**src/qcm_defs.svh**
```systemverilog
`ifndef QCM_DEFS_SVH
`define QCM_DEFS_SVH
// Register byte offsets.
`define QCM_A_CTRL 8'h00
`define QCM_A_COUNT 8'h04
`define QCM_A_HI 8'h08
`define QCM_A_LO 8'h0C
`define QCM_A_START 8'h10
`define QCM_A_CAPT 8'h14
`define QCM_A_CMP 8'h18
`define QCM_A_HYST 8'h1C
`define QCM_A_UPD 8'h20
`define QCM_A_MEAS 8'h24
`define QCM_A_STAT 8'h28
// Reset values and conversion constants.
`define QCM_HI_RST 32'h7FFFFFFF
`define QCM_LO_RST 32'h80000000
`define QCM_ZERO 32'h00000000
`define QCM_CLK_MHZ 125
`define QCM_UPD_US 1000
`define QCM_UPD_RST (`QCM_UPD_US * `QCM_CLK_MHZ)
`define QCM_FLT_BIAS 8'h7F
`define QCM_MSB 5'h1F
`endif

```
**src/qcm_pkg.sv**
```systemverilog
package qcm_pkg;
  typedef enum logic [1:0] {QCM_QUAD = 2'b00, QCM_PDIR = 2'b01, QCM_PULSE = 2'b10, QCM_UPDN = 2'b11} qcm_in_t;
  typedef enum logic [1:0] {QCM_FN_NONE = 2'b00, QCM_FN_GATE = 2'b01, QCM_FN_CAPT = 2'b10, QCM_FN_SYNC = 2'b11} qcm_fn_t;
  typedef enum logic [1:0] {QCM_C_RISE = 2'b00, QCM_C_FALL = 2'b01, QCM_C_BOTH = 2'b10, QCM_C_ZERO = 2'b11} qcm_cap_t;
  typedef enum logic [1:0] {QCM_M_FREQ = 2'b00, QCM_M_PER = 2'b01, QCM_M_VEL = 2'b10, QCM_M_RSV = 2'b11} qcm_mode_t;
  typedef struct packed {
    logic [13:0] rsv;
    qcm_mode_t mode;
    qcm_cap_t cap_src;
    qcm_fn_t aux1_fn;
    qcm_fn_t aux0_fn;
    qcm_in_t in_type;
    logic sw_dir;
    logic sw_dir_en;
    logic cap_load;
    logic gate_load;
    logic opp_reload;
    logic lim_stop;
    logic hw_gate_en;
    logic sw_gate;
  } qcm_ctrl_t;
endpackage

```
**src/qcm_step_if.sv**
```systemverilog
interface qcm_step_if;
  logic step;
  logic enc_up;
  logic up;
  logic gate;
  logic [31:0] meas;
  modport dec (output step, output enc_up);
  modport cnt (input step, input enc_up, input meas, output up, output gate);
  modport mea (input step, input up, input gate, output meas);
endinterface

```
**src/qcm_counter.sv**
```systemverilog
// Functional notes
// RL1 - Count is held in a 32-bit register covering the full range.
// RL2 - Limits span the full signed range and are rewritable while counting.
// RL3 - On limit violation counting continues or the gate closes, by configuration.
// RL4 - Violation reloads start value or opposite limit, by configuration.
// RL5 - Start value is a software register changeable at runtime.
// RL6 - Start value loads on sync, capture, violation or gate opening when enabled.
// RL7 - Pulses count only while software gate and enabled hardware gate are open.
// RL8 - Capture copies count on input edge or zero-track rising edge.
// RL9 - After capture counting continues from count or from start value.
// RL10 - Hysteresis band keeps the compare output from switching again.
// RL11 - Compare output switches at count values without software involvement.
// RL12 - Frequency and period results are reported as floating point.
// RL13 - Velocity result is reported per update interval, scaled by software.
// RL14 - Both measured value and count are readable by software.
// RL15 - Measured value refreshes at a configurable update time.
// RL16 - Update interval runs free and ignores gate opening.
// RL17 - After gate closes the last measured value stays.
// RL18 - Frequency and period ranges are covered by counter widths.
// RL19 - Measured values are signed; negative means counting down.
// RL20 - Quadrature, pulse with direction, pulse only and up/down inputs decode.
// RL21 - Direction comes from the encoder or from software.
// RL22 - Two auxiliary inputs assign to sync, capture or hardware gate.
// RL23 - Fourfold quadrature counts every edge; direction from track phase.
// RL24 - Count and limits compare as signed two's complement.
`include "qcm_defs.svh"
module qcm_counter (
  // Clock, reset and enable.
  input wire logic pclk,
  input wire logic presetn,
  input wire logic ce,
  // APB slave.
  input wire logic psel,
  input wire logic penable,
  input wire logic pwrite,
  input wire logic [7:0] paddr,
  input wire logic [31:0] pwdata,
  output logic [31:0] prdata,
  output logic pready,
  output logic pslverr,
  // Encoder and auxiliary pins.
  input wire logic enc_a,
  input wire logic enc_b,
  input wire logic enc_n,
  input wire logic [1:0] counter_aux_input,
  // Compare output.
  output logic cmp_out
);
  typedef struct packed {
    logic [4:0] s1;
    logic [4:0] s2;
    logic [4:0] s3;
    qcm_pkg::qcm_ctrl_t ctrl;
    logic signed [31:0] count;
    logic signed [31:0] hi;
    logic signed [31:0] lo;
    logic signed [31:0] start;
    logic signed [31:0] capt;
    logic signed [31:0] cmp;
    logic [31:0] hyst;
    logic [31:0] upd;
    logic cmp_out;
    logic gate_q;
    logic [31:0] rdata;
  } qcm_cnt_t;
  qcm_cnt_t s;
  qcm_cnt_t next_s;
  qcm_step_if sif ();
  logic [4:0] rise;
  logic [4:0] fall;
  logic [1:0] gate_m;
  logic [1:0] capt_m;
  logic [1:0] sync_m;
  logic hw_lvl;
  logic gate;
  logic gate_open;
  logic capt_ev;
  logic sync_ev;
  logic wr;
  logic rd_setup;
  logic mapped;
  logic at_hi;
  logic at_lo;
  logic viol;
  logic plain;

  // Mask of the auxiliary inputs assigned to one function.
  function automatic logic [1:0] qcm_aux(input qcm_pkg::qcm_ctrl_t c, input qcm_pkg::qcm_fn_t f);
    qcm_aux = {c.aux1_fn == f, c.aux0_fn == f};
  endfunction

  ////////////////////////////////////////////////////////////////////////
  // Pin edges and gate.

  // Bits: 0 a, 1 b, 2 zero track, 4:3 auxiliary inputs. Only s2 and s3 are read.
  assign rise = s.s2 & ~s.s3;
  assign fall = ~s.s2 & s.s3;
  assign gate_m = qcm_aux(s.ctrl, qcm_pkg::QCM_FN_GATE);
  assign capt_m = qcm_aux(s.ctrl, qcm_pkg::QCM_FN_CAPT);
  assign sync_m = qcm_aux(s.ctrl, qcm_pkg::QCM_FN_SYNC);
  assign hw_lvl = |(s.s2[4:3] & gate_m);
  assign gate = s.ctrl.sw_gate & (~s.ctrl.hw_gate_en | hw_lvl); // RL7 RL22
  assign gate_open = gate & ~s.gate_q;
  assign sync_ev = |(rise[4:3] & sync_m); // RL22

  always_comb
  begin
    unique case (s.ctrl.cap_src)
      qcm_pkg::QCM_C_RISE: capt_ev = |(rise[4:3] & capt_m); // RL8
      qcm_pkg::QCM_C_FALL: capt_ev = |(fall[4:3] & capt_m); // RL8
      qcm_pkg::QCM_C_BOTH: capt_ev = |((rise[4:3] | fall[4:3]) & capt_m); // RL8
      qcm_pkg::QCM_C_ZERO: capt_ev = rise[2]; // RL8
    endcase
  end

  assign sif.gate = gate;
  assign sif.up = s.ctrl.sw_dir_en ? s.ctrl.sw_dir : sif.enc_up; // RL21
  assign at_hi = s.count >= s.hi; // RL24
  assign at_lo = s.count <= s.lo; // RL24
  assign viol = sif.step & gate & (sif.up ? at_hi : at_lo);

  ////////////////////////////////////////////////////////////////////////
  // APB slave: zero wait states, read data registered in the setup cycle.

  assign wr = ce & psel & penable & pwrite;
  assign rd_setup = psel & ~penable & ~pwrite;
  assign pready = 1'b1;
  assign pslverr = psel & penable & ~mapped;
  assign prdata = s.rdata;
  assign cmp_out = s.cmp_out;

  always_comb
  begin
    mapped = 1'b1;
    unique case (paddr)
      `QCM_A_CTRL, `QCM_A_COUNT, `QCM_A_HI, `QCM_A_LO, `QCM_A_START, `QCM_A_CAPT,
      `QCM_A_CMP, `QCM_A_HYST, `QCM_A_UPD, `QCM_A_MEAS, `QCM_A_STAT: mapped = 1'b1;
      default: mapped = 1'b0;
    endcase
  end

  ////////////////////////////////////////////////////////////////////////
  // Next state.

  always_comb
  begin
    next_s = s;
    next_s.s1 = {counter_aux_input, enc_n, enc_b, enc_a};
    next_s.s2 = s.s1;
    next_s.s3 = s.s2;
    next_s.gate_q = gate;
    if (rd_setup)
    begin
      unique case (paddr)
        `QCM_A_CTRL: next_s.rdata = s.ctrl;
        `QCM_A_COUNT: next_s.rdata = s.count; // RL14
        `QCM_A_HI: next_s.rdata = s.hi;
        `QCM_A_LO: next_s.rdata = s.lo;
        `QCM_A_START: next_s.rdata = s.start;
        `QCM_A_CAPT: next_s.rdata = s.capt;
        `QCM_A_CMP: next_s.rdata = s.cmp;
        `QCM_A_HYST: next_s.rdata = s.hyst;
        `QCM_A_UPD: next_s.rdata = s.upd;
        `QCM_A_MEAS: next_s.rdata = sif.meas; // RL14
        `QCM_A_STAT: next_s.rdata = {28'h0, s.cmp_out, sif.up, hw_lvl, gate};
        default: next_s.rdata = `QCM_ZERO;
      endcase
    end
    if (wr)
    begin
      unique case (paddr)
        `QCM_A_CTRL: next_s.ctrl = {14'h0, pwdata[17:0]};
        `QCM_A_COUNT: next_s.count = pwdata;
        `QCM_A_HI: next_s.hi = pwdata; // RL2
        `QCM_A_LO: next_s.lo = pwdata; // RL2
        `QCM_A_START: next_s.start = pwdata; // RL5
        `QCM_A_CMP: next_s.cmp = pwdata;
        `QCM_A_HYST: next_s.hyst = pwdata;
        `QCM_A_UPD: next_s.upd = pwdata; // RL15
        default: next_s.hyst = next_s.hyst;
      endcase
    end
    // Hardware events are applied after software writes so that they win in a shared cycle.
    if (sif.step && gate)
    begin
      if (viol)
      begin
        if (s.ctrl.opp_reload)
          next_s.count = sif.up ? s.lo : s.hi; // RL4
        else
          next_s.count = s.start; // RL4 RL6
        if (s.ctrl.lim_stop)
          next_s.ctrl.sw_gate = 1'b0; // RL3
      end
      else
        next_s.count = sif.up ? s.count + 32'sh1 : s.count - 32'sh1; // RL1 RL23
    end
    if (gate_open && s.ctrl.gate_load)
      next_s.count = s.start; // RL6
    if (capt_ev)
    begin
      next_s.capt = s.count; // RL8
      if (s.ctrl.cap_load)
        next_s.count = s.start; // RL6 RL9
    end
    if (sync_ev)
      next_s.count = s.start; // RL6
    // Switch on at the compare value, off only below the hysteresis band.
    if (!s.cmp_out && s.count >= s.cmp)
      next_s.cmp_out = 1'b1; // RL11
    else if (s.cmp_out && s.count < s.cmp - $signed(s.hyst))
      next_s.cmp_out = 1'b0; // RL10
  end

  always_ff @(posedge pclk or negedge presetn)
  begin
    if (!presetn)
    begin
      s <= '0;
      s.hi <= `QCM_HI_RST;
      s.lo <= `QCM_LO_RST;
      s.upd <= `QCM_UPD_RST;
    end
    else if (ce)
      s <= next_s;
  end

  ////////////////////////////////////////////////////////////////////////
  // Submodules.

  qcm_decoder u_dec (
    .pclk(pclk),
    .presetn(presetn),
    .ce(ce),
    .a(s.s2[0]),
    .b(s.s2[1]),
    .in_type(s.ctrl.in_type),
    .sif(sif.dec)
  );

  qcm_measure u_mea (
    .pclk(pclk),
    .presetn(presetn),
    .ce(ce),
    .mode(s.ctrl.mode),
    .upd_ticks(s.upd),
    .sif(sif.mea)
  );

  ////////////////////////////////////////////////////////////////////////
  // Checks.

  assign plain = ce & sif.step & gate & ~gate_open & ~capt_ev & ~sync_ev & ~wr;
endmodule

```
**src/qcm_decoder.sv**
```systemverilog
module qcm_decoder (
  // Clock and reset.
  input wire logic pclk,
  input wire logic presetn,
  input wire logic ce,
  // Synchronised tracks.
  input wire logic a,
  input wire logic b,
  input wire qcm_pkg::qcm_in_t in_type,
  // Step output.
  qcm_step_if.dec sif
);
  typedef struct packed {
    logic pa;
    logic pb;
    logic step;
    logic up;
  } qcm_dec_t;
  qcm_dec_t s;
  qcm_dec_t next_s;
  logic ea;
  logic eb;

  assign ea = a ^ s.pa;
  assign eb = b ^ s.pb;
  assign sif.step = s.step;
  assign sif.enc_up = s.up;

  always_comb
  begin
    next_s = s;
    next_s.pa = a;
    next_s.pb = b;
    next_s.step = 1'b0;
    unique case (in_type)
      qcm_pkg::QCM_QUAD:
      begin
        // Both tracks moving at once is an illegal transition and counts nothing.
        next_s.step = ea ^ eb; // RL23
        next_s.up = ea ? (a ^ s.pb) : ~(b ^ s.pa); // RL23
      end
      qcm_pkg::QCM_PDIR:
      begin
        next_s.step = ea & a; // RL20
        next_s.up = ~b;
      end
      qcm_pkg::QCM_PULSE:
      begin
        next_s.step = ea & a; // RL20
        next_s.up = 1'b1;
      end
      qcm_pkg::QCM_UPDN:
      begin
        next_s.step = (ea & a) ^ (eb & b); // RL20
        next_s.up = ea & a;
      end
    endcase
  end

  always_ff @(posedge pclk or negedge presetn)
  begin
    if (!presetn)
      s <= '0;
    else if (ce)
      s <= next_s;
  end
endmodule

```
**src/qcm_measure.sv**
```systemverilog
`include "qcm_defs.svh"
module qcm_measure (
  // Clock and reset.
  input wire logic pclk,
  input wire logic presetn,
  input wire logic ce,
  // Configuration.
  input wire qcm_pkg::qcm_mode_t mode,
  input wire logic [31:0] upd_ticks,
  // Step stream and result.
  qcm_step_if.mea sif
);
  typedef struct packed {
    logic [31:0] tick;
    logic signed [31:0] delta;
    logic [31:0] per;
    logic signed [31:0] last_per;
    logic [31:0] meas;
  } qcm_mea_t;
  qcm_mea_t s;
  qcm_mea_t next_s;
  logic done;

  // Truncating signed integer to single-precision conversion.
  function automatic logic [31:0] qcm_flt(input logic signed [31:0] v);
    logic [31:0] m;
    logic [31:0] t;
    logic [4:0] e;
    m = v[31] ? 32'(-v) : 32'(v);
    e = 5'h00;
    for (int i = 0; i < 32; i++)
      if (m[i])
        e = 5'(i);
    t = m << (`QCM_MSB - e);
    qcm_flt = (m == `QCM_ZERO) ? `QCM_ZERO : {v[31], 8'(e) + `QCM_FLT_BIAS, t[30:8]};
  endfunction

  assign sif.meas = s.meas;
  assign done = s.tick + 32'h1 >= upd_ticks;

  always_comb
  begin
    next_s = s;
    // The interval runs free and is never restarted by the gate.
    next_s.tick = done ? `QCM_ZERO : s.tick + 32'h1; // RL16
    // Saturating keeps a very slow input reading as the longest period rather than wrapping.
    if (s.per != 32'hFFFFFFFF)
      next_s.per = s.per + 32'h1; // RL18
    if (sif.step && sif.gate)
    begin
      next_s.delta = sif.up ? s.delta + 32'sh1 : s.delta - 32'sh1; // RL19
      next_s.last_per = sif.up ? $signed(s.per) : -$signed(s.per); // RL19
      // Restarting at one makes the held value the full spacing between two steps.
      next_s.per = 32'h1;
    end
    if (done)
    begin
      // A step in the closing cycle opens the next interval, so no step is lost.
      next_s.delta = (sif.step && sif.gate) ? (sif.up ? 32'sh1 : -32'sh1) : 32'sh0; // RL15
      // A closed gate leaves the last result in place.
      if (sif.gate)
        next_s.meas = qcm_flt((mode == qcm_pkg::QCM_M_PER) ? s.last_per : s.delta); // RL12 RL13 RL17
    end
  end

  always_ff @(posedge pclk or negedge presetn)
  begin
    if (!presetn)
      s <= '0;
    else if (ce)
      s <= next_s;
  end
endmodule

```
**config.mk**
```make
export PLATFORM = sky130hd
export DESIGN_NAME = qcm_counter
export DESIGN_NICKNAME = d
export VERILOG_FILES = /design/src/qcm_pkg.sv /design/src/qcm_step_if.sv /design/src/qcm_counter.sv /design/src/qcm_decoder.sv /design/src/qcm_measure.sv
export VERILOG_INCLUDE_DIRS = /design/src
export SDC_FILE = /design/constraint.sdc
export NUM_CORES = 2
export LEC_CHECK = 0
export BUFFER_PORTS_ARGS = -buffer_cell sky130_fd_sc_hd__buf_2
export CORE_ASPECT_RATIO = 2
export CORE_MARGIN = 1.5
export CORE_UTILIZATION = 60
export CTS_CLUSTER_DIAMETER = 120
export DETAILED_ROUTE_END_ITERATION = 7
export PLACE_DENSITY = 0.81
export SYNTH_ARGS = -nofsm -noshare
export SYNTH_HDL_FRONTEND = slang
export SYNTH_SLANG_ARGS = --single-unit
```
**constraint.sdc**
```tcl
create_clock -name pclk -period 7.33 [get_ports pclk]
set_clock_uncertainty 0.2 [all_clocks]
set_input_delay 0.733 -clock pclk [delete_from_list [all_inputs] [get_ports pclk]]
set_output_delay 0.733 -clock pclk [all_outputs]
set_load 0.01 [all_outputs]
```
After elaboration in Yosys (flattened, before gate mapping)
Cells that the tools add are included.
{"block": "word_totals", "register_bits": 487, "inputBits": 51, "out_inout_bits": 35, "word_cells": 216}
{"block": "op_classes", "n_addsub": 11, "n_lt_le_gt_ge": 5, "eq_ne": 24, "shifts": 1, "mux": 70, "bitwise_logic": 37, "reduce_logical": 32}
{"cell": "$mux 32", "count": 22}
{"cell": "$pmux 32 s11", "count": 1}
{"cell": "$mux 129", "count": 1}
{"cell": "$ge 32x32->1", "count": 3}
{"cell": "$mux 96", "count": 1}
{"cell": "$mux 5", "count": 18}
{"cell": "$add 32x1->32 const B", "count": 2}
{"cell": "$add 32x2->32 const B", "count": 2}
{"cell": "$neg 32->32", "count": 2}
{"cell": "$sub 32x2->32 const B", "count": 2}
{"cell": "$mux 33", "count": 1}
{"cell": "$eq 8x5->1 const B", "count": 4}
{"cell": "$le 32x32->1", "count": 1}
{"cell": "$logic_not 32->1", "count": 1}
{"cell": "$lt 32x32->1", "count": 1}
{"cell": "$mux 4", "count": 8}
{"cell": "$ne 32x32->1 const B", "count": 1}
{"cell": "$shl 32x5->31", "count": 1}
{"cell": "$sub 32x32->32", "count": 1}
{"cell": "$eq 8x6->1 const B", "count": 3}
{"cell": "$reduce_and 3->1", "count": 8}
{"cell": "$eq 2x2->1 const B", "count": 8}
{"cell": "$eq 8x4->1 const B", "count": 2}
{"cell": "$and 1x1->1", "count": 13}
{"cell": "other kinds (24)", "count": 73}

Longest topological paths before layout
{"block": "depth", "word_depth": 40, "mapped_depth": 30, "ltp_nobuf": 30}

Modules after synthesis
From an unflattened synthesis, not the netlist that was laid out.
{"block": "hier_totals", "hier_cells": 4009, "hier_area_um2": 36322.3}
{"module": "qcm_counter", "instances": 1, "cells_per_inst": 2208, "area_each_um2": 21703.3, "seq_area_each_um2": 8081.5}
{"module": "qcm_measure", "instances": 1, "cells_per_inst": 1770, "area_each_um2": 14346.3, "seq_area_each_um2": 4003.8}
{"module": "qcm_decoder", "instances": 1, "cells_per_inst": 31, "area_each_um2": 272.8, "seq_area_each_um2": 100.1}

Worst setup path before layout
OpenSTA, ideal clock, no wires.
{"block": "synth_timing", "path_type": "register -> register", "start": "register s[296] in the netlist's numbering", "end": "register u_mea.s[126] in the netlist's numbering", "t_arrival_ps": 5932, "slack_ps": 1061, "stages_incl_launch_ff": 21, "period_less_slack_ps": 6269, "cell_sequence": "dfrtp_1 > nand2_1 > o21a_1 > clkbuf_1 > clkbuf_1 > clkbuf_1 > ha_1 > o21a_1 > o2111a_1 > o21a_1 > o21ai_0 > o21ai_0 > a2111oi_0 > o21ai_0 > a31oi_1 > nor2b_1 > o21ai_0 > a2111oi_0 > or3_1 > nand3_1 > a21oi_1"}
{"block": "synth_between", "elab_chain_cells": 4}
{"item": "start, declared", "line_no": "qcm_counter.sv:66", "text": "qcm_cnt_t s;"}
{"item": "start signal, assigned", "line_no": "qcm_counter.sv:225", "text": "s <= next_s;"}
{"item": "$mux 1 *", "line_no": "qcm_counter.sv:117", "text": "assign sif.up = s.ctrl.sw_dir_en ? s.ctrl.sw_dir : sif.enc_up;"}
{"item": "$mux 32 (on tied branches)", "line_no": "qcm_measure.sv:51, qcm_measure.sv:59"}
{"item": "$mux 96 or $mux 32 (tied branches)", "line_no": "qcm_measure.sv:49, qcm_measure.sv:59"}
{"item": "$mux 32 *", "line_no": "qcm_measure.sv:56", "text": "if (done)"}
{"item": "end signal, assigned", "line_no": "qcm_measure.sv:71", "text": "s <= next_s;"}
{"item": "end, declared", "line_no": "qcm_measure.sv:20", "text": "qcm_mea_t s;"}
Mark *: on every way between the ends. The rest lies on a longest branch, timed or not. The select of a mux whose other input is x is not followed.
A chain may end at the register's enable or synchronous reset.

Worst setup path after layout
{"block": "layout_timing", "start": "register s[98] in the netlist's numbering", "end": "register s, in the netlist cmp_out"}
{"block": "layout_between", "elab_chain_cells": 5}
{"item": "$sub 32x32->32", "line_no": "qcm_counter.sv:211", "text": "else if (s.cmp_out && s.count < s.cmp - $signed(s.hyst))"}
{"item": "$lt 32x32->1", "line_no": "qcm_counter.sv:211"}
{"item": "$logic_and 1x1->1", "line_no": "qcm_counter.sv:211"}
{"item": "$reduce_bool 2->1 (no source line)"}
{"item": "$reduce_and 2->1 (no source line)"}
Several ways; a longest one is shown, not always the timed one.

==> flow_results.org <==
** Clock network
- In this run the number of H-tree levels came out at 2.
- Clock-pin slew was measured on the worst setup and hold paths at 0.07 ns.
- Clock tree from TritonCTS :: done
- Clock insertion delay at the later pin of the skew report :: 0.63 ns
- The number of setup buffers added after CTS is 0.
- Clock tree sinks :: 485
- Clock tree synthesis inserted a total of 45 buffers.
- CTS placed an instance of sky130_fd_sc_hd__clkbuf_16 at the clock tree root.
- The clock passes through at most 3 buffers.

** Synthesis
- sky130_fd_sc_hd__dfrtp_1 takes more of the synthesized area than any other cell.
- Synth unique cells :: 113
- Net count after synthesis :: 4250
- Async set-or-reset flop fraction in the synthesized netlist :: 100%
- Most used DFF post-synth :: sky130_fd_sc_hd__dfrtp_1
- Post-synth top area share :: 31.3%
- Largest cells by area after synthesis :: sky130_fd_sc_hd__dfrtp_1 31%, sky130_fd_sc_hd__ha_1 9.2%, sky130_fd_sc_hd__mux2_2 8.5%
- For this run, the register share of the synthesized area comes to 34.2%.
- After technology mapping, the gate count stands at 3935.
- During synthesis, Yosys emitted a total of 0 warnings.
- Cell area after technology mapping :: 35700 um2
- Post-synthesis sequential element count :: 485
- In this run the mean area of a mapped cell was 9.06 um2.
- EDFF count, synth :: 0

** Run status
- Outcome :: completed

** Die
- Pin placement for this block handled 86 I/O pins.
- From bottom edge to top edge, the die measures 348 um.
- From left edge to right edge, the die measures 175 um.
- Area of the die :: 61000 um2
- Row generation in the floorplan step produced 126 rows.
- Standard cell core area :: 59000 um2
- The initial utilization of the core area, before any placement, comes to 60.5%.

** Drt
- The first routing iteration left 3122 violations.
- Detailed-route via count :: 32600
- In the routed design, unresolved DRC markers number 0.
- After detailed routing, the average wire length per cell comes to 27.2 um.
- Wirelength, routed :: 128000 um
- The count of nets left with antenna violations once routing finished came out at 0.
- Number of optimization iterations in the first detailed-route pass :: 6
- Avg Vias per Cell :: 6.89

** Place
- Total cell area at the placement stage :: 36800 um2
- Input and output buffers added on the ports amount to 84.
- Final weighted congestion in routability-driven placement :: 1.04
- Detailed placement finished with a half-perimeter wire length of 90200 um.
- Number of cells after detailed placement :: 4638

** STA
- The worst path in the final design needs a cycle of 6.85 ns, including I/O delays and setup.
- Crit share post-route :: 93.5%
- Unrepaired setup endpoints after global routing :: false
- Max-slew violation total from the final report :: 0
- Worst slew pin tran :: 1.30 ns
- Derived from the worst setup path, the maximum achievable clock frequency is 146 MHz.
- Slew margin rel. :: 13.2%
- For the final routed database, the setup TNS stands at 0 ns.
- The hold violation count in the final report is 0.
- Setup-failing EPs final :: 0

** Setup path
- Cell seen most often among critical-path stages :: sky130_fd_sc_hd__a21oi_1
- The critical path in this run is classified as reg2reg.
- Data arrives at the worst endpoint at 7.15 ns.
- Data on the critical path is required at its endpoint by 7.62 ns.
- For this run, the slowest stage of the critical path takes 0.52 ns.
- Sort of element at the end of the critical path :: register
- Top fanout value on the critical path :: 4
- CP startpoint kind :: register
- Max stage delay cell, worst path :: sky130_fd_sc_hd__a2111oi_1

** Final layout
- Area delta synth->final :: 7.34%
- After the flow finishes, the layout carries non-filler instances totaling 4728.
- Nets :: 4234
- The finished cells cover 38300 um2.
- Cells with a size suffix above 1 make up 15.7% of the layout.

** Min path
- Type of the tightest min-delay check :: in2reg

** Run
- The tool flagged a number of max-cap violations equal to 0.

** Global routing
- The first global-routing pass estimated 192000 um of wire.
- Entering global routing, the biggest net connects 135 pins.
- Total GRT Usage :: 41.9%
- Vias in the first global route :: 32600
- The number of antenna violations at the first check in global routing was 12.
- Global-route congestion overflow total :: 0

** Pwr
- Cell Pwr Density :: 418 nW/um2
- IR analysis of the VDD net gives a maximum drop of 0.359 mV.
- Leak Pwr :: 17.0 nW
==> worst max-delay path: cells and delay by family (launching register included) <==
family / cells / cell delay [ns]
AO/OA/AOI/OAI: 17 / 3.84
adder cells (fa/ha/maj): 3 / 0.87
AND/OR/NAND/NOR: 5 / 0.83
flip-flops: 1 / 0.41
buffers and inverters: 3 / 0.34
XOR/XNOR: 2 / 0.22
==> logic make-up (layout without fill, tap and decap cells) <==
logic type	Yosys count	count (layout)	share of synthesized area, %
buffers and inverters	431	448	5.19
XOR/XNOR	208	208	5.17
multiplexers	384	384	11.9
flip-flops	485	485	34.2
AO/OA/AOI/OAI	1046	1046	19.6
other	1	9	0.0105
AND/OR/NAND/NOR	1116	1116	14.7
adder cells (fa/ha/maj)	264	264	9.32
==> sequential cells by signal, summed over array words and instances, names as in the netlist <==
signal and flops:
cmp_out 1, s 280, u_mea.sif.meas 32, u_dec.sif.enc_up 1, u_dec.sif.step 1, u_mea.s 128
prdata 32, next_s 10
==> cells in the mapped netlist (63+ instances only) <==
master                     count
sky130_fd_sc_hd__mux2_2      270
sky130_fd_sc_hd__xnor2_1     108
sky130_fd_sc_hd__a22oi_1      67
sky130_fd_sc_hd__clkbuf_1    134
sky130_fd_sc_hd__nor2_1      292
sky130_fd_sc_hd__ha_1        261
sky130_fd_sc_hd__nand2_1     397
sky130_fd_sc_hd__nand3_1      95
sky130_fd_sc_hd__mux2i_1     103
sky130_fd_sc_hd__a21oi_1     233
sky130_fd_sc_hd__dfrtp_1     446
sky130_fd_sc_hd__inv_1       200
sky130_fd_sc_hd__xor2_1       97
sky130_fd_sc_hd__o21ai_0     233
sky130_fd_sc_hd__a21o_1       63
==> metal layers <==
| layer | up-vias | track usage, % | wire, um |
|---|---|---|---|
| met5 | - | 0 | 77 |
| met4 | 12 | 42.6 | 15700 |
| met3 | 783 | 10.5 | 11200 |
| met2 | 1721 | 70.6 | 61800 |
| met1 | 15700 | 40.6 | 39600 |
| li1 | 14300 | - | - |
==> power breakdown <==
part,switching [mW],internal [mW]
clock network,1.10,1.38
registers,0.751,3.14
logic,6.00,3.64
==> metrics by stage <==
step | hold WS (ns) | setup slack [ns] | power [mW] | util [%]
2_1_floorplan | 0.237 | 1.06 | 10.3 | -
3_3_place_gp | 0.264 | 0.608 | 13.0 | 62.3
3_5_place_dp | 0.274 | 0.633 | 13.2 | 62.3
4_1_cts | 0.161 | 0.586 | 15.7 | 64.9
5_1_grt | 0.147 | 0.0842 | 16.8 | 64.9
6_report | 0.142 | 0.477 | 16.0 | 64.9
==> final cells by class <==
cell class	instances	area (um2)
sequential	485	12200
tap	768	961
multi-input combinational	3019	21800
clock inverter	14	185
fill	4970	20700
timing repair buffer	163	1070
antenna	8	20.0
inverter	205	772
clock buffer	66	1310
==> timing repair <==
action	in CTS	in global routing
hold buffers	1	0
hold endpoints to repair	33	0
resized for setup	0	2
endpoints found under the setup margin	0	1
==> placed cells by master (no fill, tap or decap), drive strengths merged, types with 67 or more instances in the layout <==
cell	n
o21ai	244
xnor2	110
buf	161
a21oi	235
dfrtp	446
inv	203
mux2i	109
a22oi	67
clkbuf	67
nand3	96
nand2	398
xor2	98
nor2	292
ha	261
mux2	275
==> final timing paths <==
| check | start | end | slack (ns) | cells past startpoint |
|---|---|---|---|---|
| max | s[98]$_DFFE_PN0P_ | cmp_out$_DFFE_PN0P_ | 0.48 | 30 |
| min | counter_aux_input[1] | next_s[331]$_DFFE_PN0P_ | 0.14 | 2 |
| max reg2reg | s[98]$_DFFE_PN0P_ | cmp_out$_DFFE_PN0P_ | 0.48 | 30 |
| min reg2reg | next_s[331]$_DFFE_PN0P_ | next_s[326]$_DFFE_PN0P_ | 0.29 | 2 |
| max in group asynchronous | presetn | s[188]$_DFFE_PN0P_ | 4.47 | 4 |
| min in group asynchronous | presetn | s[326]$_DFFE_PN0P_ | 0.49 | 2 |
Power figures use the tool's default switching activity.
